**src/design/hrs_pkg.sv**
```systemverilog
// constants, types and timing counts for the hub reset sequencer
package hrs_pkg;
    localparam int CLK_HZ = 50_000_000;
    localparam real RECOVERY_US = 500.0;
    localparam real STRAP_US = 1.5;
    localparam real CFG_LOAD_MS = 99.5;
    localparam real REQ_MS = 5.0;
    // longest times, so the counts round down
    localparam int RECOVERY_CYC = $rtoi(RECOVERY_US * CLK_HZ / 1.0e6);
    localparam int STRAP_CYC = $rtoi(STRAP_US * CLK_HZ / 1.0e6);
    localparam int CFG_LOAD_CYC = $rtoi(CFG_LOAD_MS * CLK_HZ / 1.0e3);
    localparam int REQ_CYC = $rtoi(REQ_MS * CLK_HZ / 1.0e3);
    localparam int CNT_W = 23;
    localparam int PORTS = 2;
    localparam int ADDR_W = 7;
    localparam int TEST_PINS = 16;
    localparam logic [ADDR_W-1:0] DEV_ADDR_RST = 7'h00;
    localparam logic [PORTS-1:0] PORT_RST = 2'h0;
    localparam logic [CNT_W-1:0] CNT_RST = 23'h000000;

    typedef enum logic [1:0] {
        MODE_STRAP = 2'h0,
        MODE_EEPROM = 2'h1,
        MODE_SMBUS = 2'h2
    } hrs_mode_e;

    typedef enum logic [2:0] {
        ST_HOLD = 3'h0,
        ST_RECOVER = 3'h1,
        ST_LOAD = 3'h3,
        ST_APPLY = 3'h2,
        ST_ATTACHED = 3'h6,
        ST_TEST = 3'h7
    } hrs_state_e;
endpackage

```
**src/design/hrs_xnor_chain.sv**
```systemverilog
// continuity test XNOR chain with registered result
`timescale 1ns/1ns
module hrs_xnor_chain #(
    parameter int WIDTH = hrs_pkg::TEST_PINS
) (
    // clock and reset
    input wire logic sys_clk,
    input wire logic srst,
    // chain
    input wire logic chain_en,
    input wire logic [WIDTH-1:0] chain_in,
    output logic chain_out
);
    import hrs_pkg::*;

    logic [WIDTH:0] link;

    assign link[0] = 1'b1;

    // each stage inverts on a toggle of its pin, so any single pin toggles the end
    for (genvar i = 0; i < WIDTH; i++) begin : g_stage
        assign link[i+1] = ~(link[i] ^ chain_in[i]);
    end

    always_ff @(posedge sys_clk) begin
        if (srst || !chain_en) begin
            chain_out <= 1'b0;
        end else begin
            chain_out <= link[WIDTH];
        end
    end
endmodule

```
**src/design/hrs_reset_sequencer.sv**
```systemverilog
// hardware reset, configuration load and bus reset sequencing of the hub
`timescale 1ns/1ns
module hrs_reset_sequencer #(
    parameter int RECOVERY_CYC = hrs_pkg::RECOVERY_CYC,
    parameter int CFG_LOAD_CYC = hrs_pkg::CFG_LOAD_CYC,
    parameter int REQ_CYC = hrs_pkg::REQ_CYC
) (
    // clock and reset
    input wire logic sys_clk,
    input wire logic srst,
    // hardware reset pin and straps
    input wire logic hw_reset_n,
    input wire logic [1:0] cfg_sel,
    input wire logic test_pin,
    input wire logic sclk_in,
    input wire logic self_powered,
    // configuration load
    output logic eeprom_start,
    input wire logic eeprom_done,
    input wire logic smbus_done,
    output logic cfg_timeout,
    // upstream port
    input wire logic bus_reset,
    output logic attach,
    output logic phy_enable,
    input wire logic tx_req,
    output logic usb_pair_oe,
    input wire logic addr_set,
    input wire logic [hrs_pkg::ADDR_W-1:0] addr_val,
    output logic [hrs_pkg::ADDR_W-1:0] dev_addr,
    input wire logic cfg_set,
    input wire logic cfg_val,
    output logic configured,
    input wire logic suspend_req,
    input wire logic resume_req,
    output logic suspended,
    output logic tt_flush,
    output logic xact_abort,
    // host request watchdog
    input wire logic req_start,
    input wire logic req_done,
    output logic req_force_done,
    // downstream ports
    input wire logic [hrs_pkg::PORTS-1:0] port_power_req,
    input wire logic [hrs_pkg::PORTS-1:0] port_enable_req,
    input wire logic [hrs_pkg::PORTS-1:0] port_reset_req,
    output logic [hrs_pkg::PORTS-1:0] downstream_power_enable,
    output logic [hrs_pkg::PORTS-1:0] port_enable,
    output logic [hrs_pkg::PORTS-1:0] ds_port_reset,
    // green LED pins, also straps
    input wire logic [hrs_pkg::PORTS-1:0] led_in,
    output logic [hrs_pkg::PORTS-1:0] led_out,
    output logic [hrs_pkg::PORTS-1:0] led_oe,
    // status
    output logic osc_run,
    output logic pll_run,
    output logic operational,
    output logic test_mode,
    // continuity test
    input wire logic [hrs_pkg::TEST_PINS-1:0] test_pins,
    output logic chain_result_pin
);
    import hrs_pkg::*;

    hrs_state_e state_reg, state_next;
    hrs_mode_e mode_reg;
    logic [CNT_W-1:0] cnt_reg;
    logic [CNT_W-1:0] req_cnt_reg;
    logic req_active_reg;
    logic hw_prev_reg;
    logic [PORTS-1:0] strap_reg;
    logic clr, hw_release, entry_test, load_to, load_done, usb_reset;

    // pin treated as a level; the srst flop path keeps the release edge clean
    assign clr = srst | ~hw_reset_n;
    assign hw_release = hw_reset_n & ~hw_prev_reg;
    assign entry_test = test_pin & cfg_sel[1] & ~sclk_in;
    assign load_to = cnt_reg == CNT_W'(CFG_LOAD_CYC - 1);
    // bus reset only means something once attached
    assign usb_reset = bus_reset & (state_reg == ST_ATTACHED);
    // combinational so nothing runs one more cycle into the reset
    assign xact_abort = clr;
    assign test_mode = state_reg == ST_TEST;

    always_comb begin
        unique case (mode_reg)
            MODE_EEPROM: load_done = eeprom_done | load_to;
            // self-powered has no limit: wait for the host
            MODE_SMBUS: load_done = smbus_done | (~self_powered & load_to);
            default: load_done = 1'b1;
        endcase
    end

    always_ff @(posedge sys_clk) begin
        if (srst) begin
            hw_prev_reg <= 1'b0;
        end else begin
            hw_prev_reg <= hw_reset_n;
        end
    end

    // oscillator then PLL restart after release
    always_ff @(posedge sys_clk) begin
        if (clr) begin
            osc_run <= 1'b0;
            pll_run <= 1'b0;
        end else begin
            osc_run <= 1'b1;
            pll_run <= osc_run;
        end
    end

    // straps caught at the release edge, held through the hold window
    always_ff @(posedge sys_clk) begin
        if (srst) begin
            mode_reg <= MODE_STRAP;
            strap_reg <= PORT_RST;
        end else if (hw_release) begin
            mode_reg <= cfg_sel[1] ? MODE_SMBUS : (cfg_sel[0] ? MODE_EEPROM : MODE_STRAP);
            strap_reg <= led_in;
        end
    end

    always_comb begin
        state_next = state_reg;
        unique case (state_reg)
            ST_HOLD: begin
                if (hw_release) begin
                    state_next = entry_test ? ST_TEST : ST_RECOVER;
                end
            end
            ST_RECOVER: begin
                if (pll_run && cnt_reg == CNT_W'(RECOVERY_CYC - 1)) begin
                    state_next = ST_LOAD;
                end
            end
            ST_LOAD: begin
                if (load_done) begin
                    state_next = ST_APPLY;
                end
            end
            ST_APPLY: state_next = ST_ATTACHED;
            ST_ATTACHED: state_next = ST_ATTACHED;
            ST_TEST: state_next = ST_TEST;
            default: state_next = ST_HOLD;
        endcase
        if (clr) begin
            state_next = ST_HOLD;
        end
    end

    always_ff @(posedge sys_clk) begin
        if (srst) begin
            state_reg <= ST_HOLD;
        end else begin
            state_reg <= state_next;
        end
    end

    // interval counter only runs on a live PLL
    always_ff @(posedge sys_clk) begin
        if (clr || state_next != state_reg) begin
            cnt_reg <= CNT_RST;
        end else if (pll_run && (state_reg == ST_RECOVER || state_reg == ST_LOAD)) begin
            cnt_reg <= cnt_reg + CNT_W'(1);
        end
    end

    always_ff @(posedge sys_clk) begin
        if (clr) begin
            operational <= 1'b0;
            eeprom_start <= 1'b0;
            cfg_timeout <= 1'b0;
            attach <= 1'b0;
        end else begin
            operational <= operational | (state_next == ST_LOAD);
            eeprom_start <= state_reg == ST_RECOVER && state_next == ST_LOAD
                && mode_reg == MODE_EEPROM;
            if (state_reg == ST_LOAD && load_done && !eeprom_done && !smbus_done
                && mode_reg != MODE_STRAP) begin
                cfg_timeout <= 1'b1;
            end
            attach <= state_reg == ST_APPLY || state_reg == ST_ATTACHED;
        end
    end

    // transceivers come up only once attached, whatever configured says
    always_ff @(posedge sys_clk) begin
        if (clr) begin
            phy_enable <= 1'b0;
            usb_pair_oe <= 1'b0;
        end else begin
            phy_enable <= state_reg == ST_ATTACHED;
            usb_pair_oe <= phy_enable & tx_req;
        end
    end

    always_ff @(posedge sys_clk) begin
        if (clr || usb_reset) begin
            dev_addr <= DEV_ADDR_RST;
            configured <= 1'b0;
        end else begin
            if (addr_set) begin
                dev_addr <= addr_val;
            end
            if (cfg_set) begin
                configured <= cfg_val;
            end
        end
    end

    always_ff @(posedge sys_clk) begin
        if (clr || usb_reset) begin
            suspended <= 1'b0;
        end else if (suspend_req) begin
            suspended <= 1'b1;
        end else if (resume_req) begin
            suspended <= 1'b0;
        end
    end

    always_ff @(posedge sys_clk) begin
        if (clr) begin
            tt_flush <= 1'b0;
        end else begin
            tt_flush <= usb_reset;
        end
    end

    // port power falls with configuration, so a bus reset drops it too
    always_ff @(posedge sys_clk) begin
        if (clr || usb_reset) begin
            downstream_power_enable <= PORT_RST;
            port_enable <= PORT_RST;
            ds_port_reset <= PORT_RST;
        end else begin
            downstream_power_enable <= port_power_req & {PORTS{configured}};
            port_enable <= port_enable_req & downstream_power_enable;
            // driven from the hub core only; upstream reset never reaches it
            ds_port_reset <= port_reset_req & downstream_power_enable;
        end
    end

    // request watchdog forces completion before the deadline
    always_ff @(posedge sys_clk) begin
        if (clr || usb_reset) begin
            req_active_reg <= 1'b0;
            req_cnt_reg <= CNT_RST;
            req_force_done <= 1'b0;
        end else begin
            req_force_done <= 1'b0;
            if (req_start) begin
                req_active_reg <= 1'b1;
                req_cnt_reg <= CNT_RST;
            end else if (req_done) begin
                req_active_reg <= 1'b0;
            end else if (req_active_reg) begin
                if (req_cnt_reg == CNT_W'(REQ_CYC - 2)) begin
                    req_force_done <= 1'b1;
                    req_active_reg <= 1'b0;
                end
                req_cnt_reg <= req_cnt_reg + CNT_W'(1);
            end
        end
    end

    // LED polarity follows the strap: strap high means active low
    for (genvar i = 0; i < PORTS; i++) begin : g_led
        always_ff @(posedge sys_clk) begin
            if (clr) begin
                led_oe[i] <= 1'b0;
                led_out[i] <= 1'b0;
            end else begin
                led_oe[i] <= pll_run;
                led_out[i] <= strap_reg[i] ^ (port_enable[i] & configured);
            end
        end
    end

    hrs_xnor_chain #(
        .WIDTH(TEST_PINS)
    ) u_chain (
        .sys_clk(sys_clk),
        .srst(clr),
        .chain_en(test_mode),
        .chain_in(test_pins),
        .chain_out(chain_result_pin)
    );

    localparam int STRAP_BOUND = STRAP_CYC;
endmodule

```
**config.mk**
```make
export PLATFORM = sky130hd
export DESIGN_NAME = hrs_reset_sequencer
export DESIGN_NICKNAME = d
export VERILOG_FILES = /design/src/design/hrs_pkg.sv /design/src/design/hrs_xnor_chain.sv /design/src/design/hrs_reset_sequencer.sv
export SDC_FILE = /design/constraint.sdc
export NUM_CORES = 1
export LEC_CHECK = 0
export ABC_AREA = 1
export BUFFER_PORTS_ARGS = -buffer_cell sky130_fd_sc_hd__clkbuf_2
export CORE_MARGIN = 2
export CORE_UTILIZATION = 40
export CTS_CLUSTER_DIAMETER = 100
export DETAILED_ROUTE_END_ITERATION = 10
export GPL_TIMING_DRIVEN = 0
export PLACE_DENSITY_LB_ADDON = 0.12
export SYNTH_ARGS = -nofsm -noshare
export SYNTH_HDL_FRONTEND = slang
export SYNTH_SLANG_ARGS = --single-unit
```
**constraint.sdc**
```tcl
create_clock -name sys_clk -period 1.55 [get_ports sys_clk]
set_clock_uncertainty 0.05 [all_clocks]
set_input_delay 0.31 -clock sys_clk [delete_from_list [all_inputs] [get_ports sys_clk]]
set_output_delay 0.31 -clock sys_clk [all_outputs]
set_load 0.02 [all_outputs]
```
==> impl_metrics.yaml <==
status:
  status: "finished with violations"
  violations: "negative setup slack"
clock_network:
  ctsHoldBuffers: 0
  clock_latency_ps: 360
  path_clk_slew_ps: 90
  clockBufferDepth: 2
  ctsHtreeMaxLevel: 3
  clockRootBuffer: "clkbuf_8"
  cts-buffers-inserted: 9
  cts_sinks: 84
  cts_tree: "done"
timing:
  fin_ws_ps: -242
  finalSetupViolations: 38
  fmax_mhz: 558
  final.period_utilization_pct: 116
  period_needed_ps: 1790
  slew_viol_final: 0
  tightest_slew_ps: 496
  rsz0062_at_grt: "yes"
  finalHoldViolCount: 0
  relSlewSlack_pct: 66.6
global_routing:
  grt_max_degree: 15
  first_global_vias: 3722
  overflow: 0
  grt_pass1_wl_mm: 16.4
  antenna_found_initial: 0
  track_usage_pct: 18.3
route:
  vias_per_cell: 4.66
  drt_iter0_drc: 86
  wl_per_cell_um: 12.1
  drt_first_pass_iters: 5
  ant_nets: 0
  drc_errors: 0
  vias: 3850
  routed_wl_mm: 10.0
logic_synthesis:
  synth_flop_cell: "dfxtp_1"
  ys_ff_latch: 84
  netlist-cell-type-count: 42
  yosys_warnings: 0
  ys_seq_area_share_pct: 41.9
  avgSynthCellArea_um2: 7.53
  syn-instance-count: 533
  synthesis.area_um2: 4010
  async_flop_share_pct: 0
  syn-num-nets: 589
  synth_edf_count: 0
power:
  p_total_w: 0.00417
  power_density_nw_per_um2: 720
  ir_drop_mv: 0.384
  total_leakage_power_nw: 2.41
layout:
  drive_gt1_share_pct: 44.3
  diodes: 0
  num-fill-cells: 901
  postLayoutCellArea_um2: 5790
  finalNetCount: 744
  area_delta_synth_final_pct: 44.4
die:
  core_um2: 9770
  io_pins: 82
  dieArea_um2: 10900
  start_util_pct: 41.1
  die_h_um: 104
  rows: 36
  die-width_um: 104
placed_design:
  port_buffers: 80
  place.gp.congestion: 0.835
  placed_cell_area_um2: 4650
  hpwlAfterDp_mm: 6.75
worst_setup_path:
  r2r_slack_ps: -240
  rr_endpoint: "req_cnt_reg[22]"
  worstPathRequired_ps: 1760
  endpoint_kind: "flop"
  worstPathArrival_ps: 2000
  cp_max_fo: 4
  worstReg2RegStart: "req_cnt_reg[0]"
  cp-start-kind: "flop"
  reg2reg_depth: 11
  crit_type: "flop to flop"
worst_hold_path:
  hold_depth: 3
  min_path_type: "input port to flop"
  hold_end: "usb_pair_oe"
  hp-start: "tx_req"
flow_run:
  cap_violations: 0
==> synthesized netlist by cell type, types with 3 or more instances <==
master	count	area share [%]
nand2_1	98	9.2
mux2i_1	3	0.75
xor2_1	22	4.8
xnor2_1	15	3.3
nor2_2	12	1.9
ha_1	6	1.9
buf_2	3	0.37
nor2_4	3	0.84
a21oi_1	31	3.9
inv_1	72	6.7
nand3_2	3	0.75
nand2_2	5	0.78
nand4_1	11	1.7
nor3_1	14	1.7
dfxtp_1	84	42
o21ai_0	13	1.6
nor2_1	81	7.6
nor4_1	4	0.62
a211oi_1	4	0.75
nand3_1	20	2.5
==> cell usage in the layout, fill, tap and decap left out, types with 4 or more instances in the layout <==
cell / instances
o21ai_0: 5
inv_4: 4
inv_2: 8
nor2_4: 16
nand3_1: 12
nor2_1: 56
buf_6: 21
xor2_1: 22
nand4_1: 11
dfxtp_4: 8
o21ai_1: 7
nor3_1: 13
xnor2_1: 15
nor2_2: 24
a21oi_2: 6
inv_1: 62
nand2_1: 81
clkbuf_8: 10
dfxtp_2: 22
nand2_4: 9
clkbuf_2: 80
nand2_2: 14
a21oi_1: 26
nand3_4: 7
dfxtp_1: 54
a211oi_1: 4
nand3_2: 6
buf_4: 48
==> critical path, cell delays in order (launching register included) <==
cell and delay, ps:
dfxtp_4 370, ha_4 130, inv_2 40, nor2_4 130
nand3_2 110, inv_2 90, nand3_4 60, or2_4 270
nor2_4 150, nand2_1 90, xor2_1 140, nor2_1 50
==> worst max-delay path by stage <==
stage	from	to	slack, ps	cells after the start
2_1_floorplan	req_cnt_reg[1]	req_cnt_reg[16]	-40	11
3_3_place_gp	srst	req_cnt_reg[13]	-500	7
3_5_place_dp	srst	req_cnt_reg[15]	-500	7
4_1_cts	req_cnt_reg[1]	req_cnt_reg[20]	-190	13
5_1_grt	req_cnt_reg[0]	req_cnt_reg[19]	-340	10
6_report	req_cnt_reg[0]	req_cnt_reg[22]	-240	11
==> layout make-up <==
| type | instances | area (um^2) | area share (%) |
|---|---|---|---|
| tap | 133 | 166 | 2.87 |
| timing repair buffer | 144 | 948 | 16.4 |
| clock buffer | 11 | 141 | 2.44 |
| sequential | 84 | 1740 | 30.0 |
| buffer | 9 | 77.6 | 1.34 |
| inverter | 75 | 293 | 5.05 |
| multi-input combinational | 365 | 2370 | 40.9 |
| clock inverter | 5 | 61.3 | 1.06 |
==> stage by stage <==
stage | hold WS, ps | worst slack, ps | cells | setup TNS [ps] | util (%)
5_1_grt | 96.4 | -341 | 826 | -9690 | 59.3
3_5_place_dp | 361 | -500 | 746 | -18220 | 47.6
6_report | 102 | -242 | 826 | -5220 | 59.3
4_1_cts | 88.9 | -187 | 807 | -3870 | 55.8
3_3_place_gp | 353 | -504 | 746 | -17460 | 47.6
2_1_floorplan | 329 | -42.5 | 533 | -162 | -
==> cells by family (layout without fill, tap and decap cells) <==
group           after synthesis  in the layout  share of synthesized area, %
fa+ha+maj                     6              6                          1.87
simple gates                263            263                          31.4
xor+xnor                     37             37                          8.07
buf+inv                      84            244                          8.42
flops                        84             84                          41.9
compound gates               56             56                          7.61
mux                           3              3                         0.748
==> routing by layer <==
| metal | share of wire, % | up-vias | global-route usage (%) | routed length, um |
|---|---|---|---|---|
| li1 | - | 1998 | - | - |
| met1 | 43 | 1777 | 21.5 | 4350 |
| met2 | 52 | 61 | 32.6 | 5220 |
| met3 | 3.1 | 14 | 4.51 | 315 |
| met4 | 1.4 | 0 | 5.89 | 138 |
| met5 | 0 | - | 0 | 0 |
==> what timing repair did <==
item / in CTS / in global routing
setup buffers: 42 / 23
gates resized for setup: 84 / 74
gates cloned: 3 / 0
endpoints found under the setup margin: 58 / 50
pin swaps: 38 / 40
==> report_power, final <==
| part | leakage [nW] | internal (W) | switching (W) |
|---|---|---|---|
| Combinational | 1.62 | 0.000179 | 0.000226 |
| Clock | 0.0918 | 0.000792 | 0.000795 |
| Sequential | 0.697 | 0.00217 | 0.0000146 |
| Total | 2.41 | 0.00314 | 0.00104 |
(Power assumes the default switching activity.)
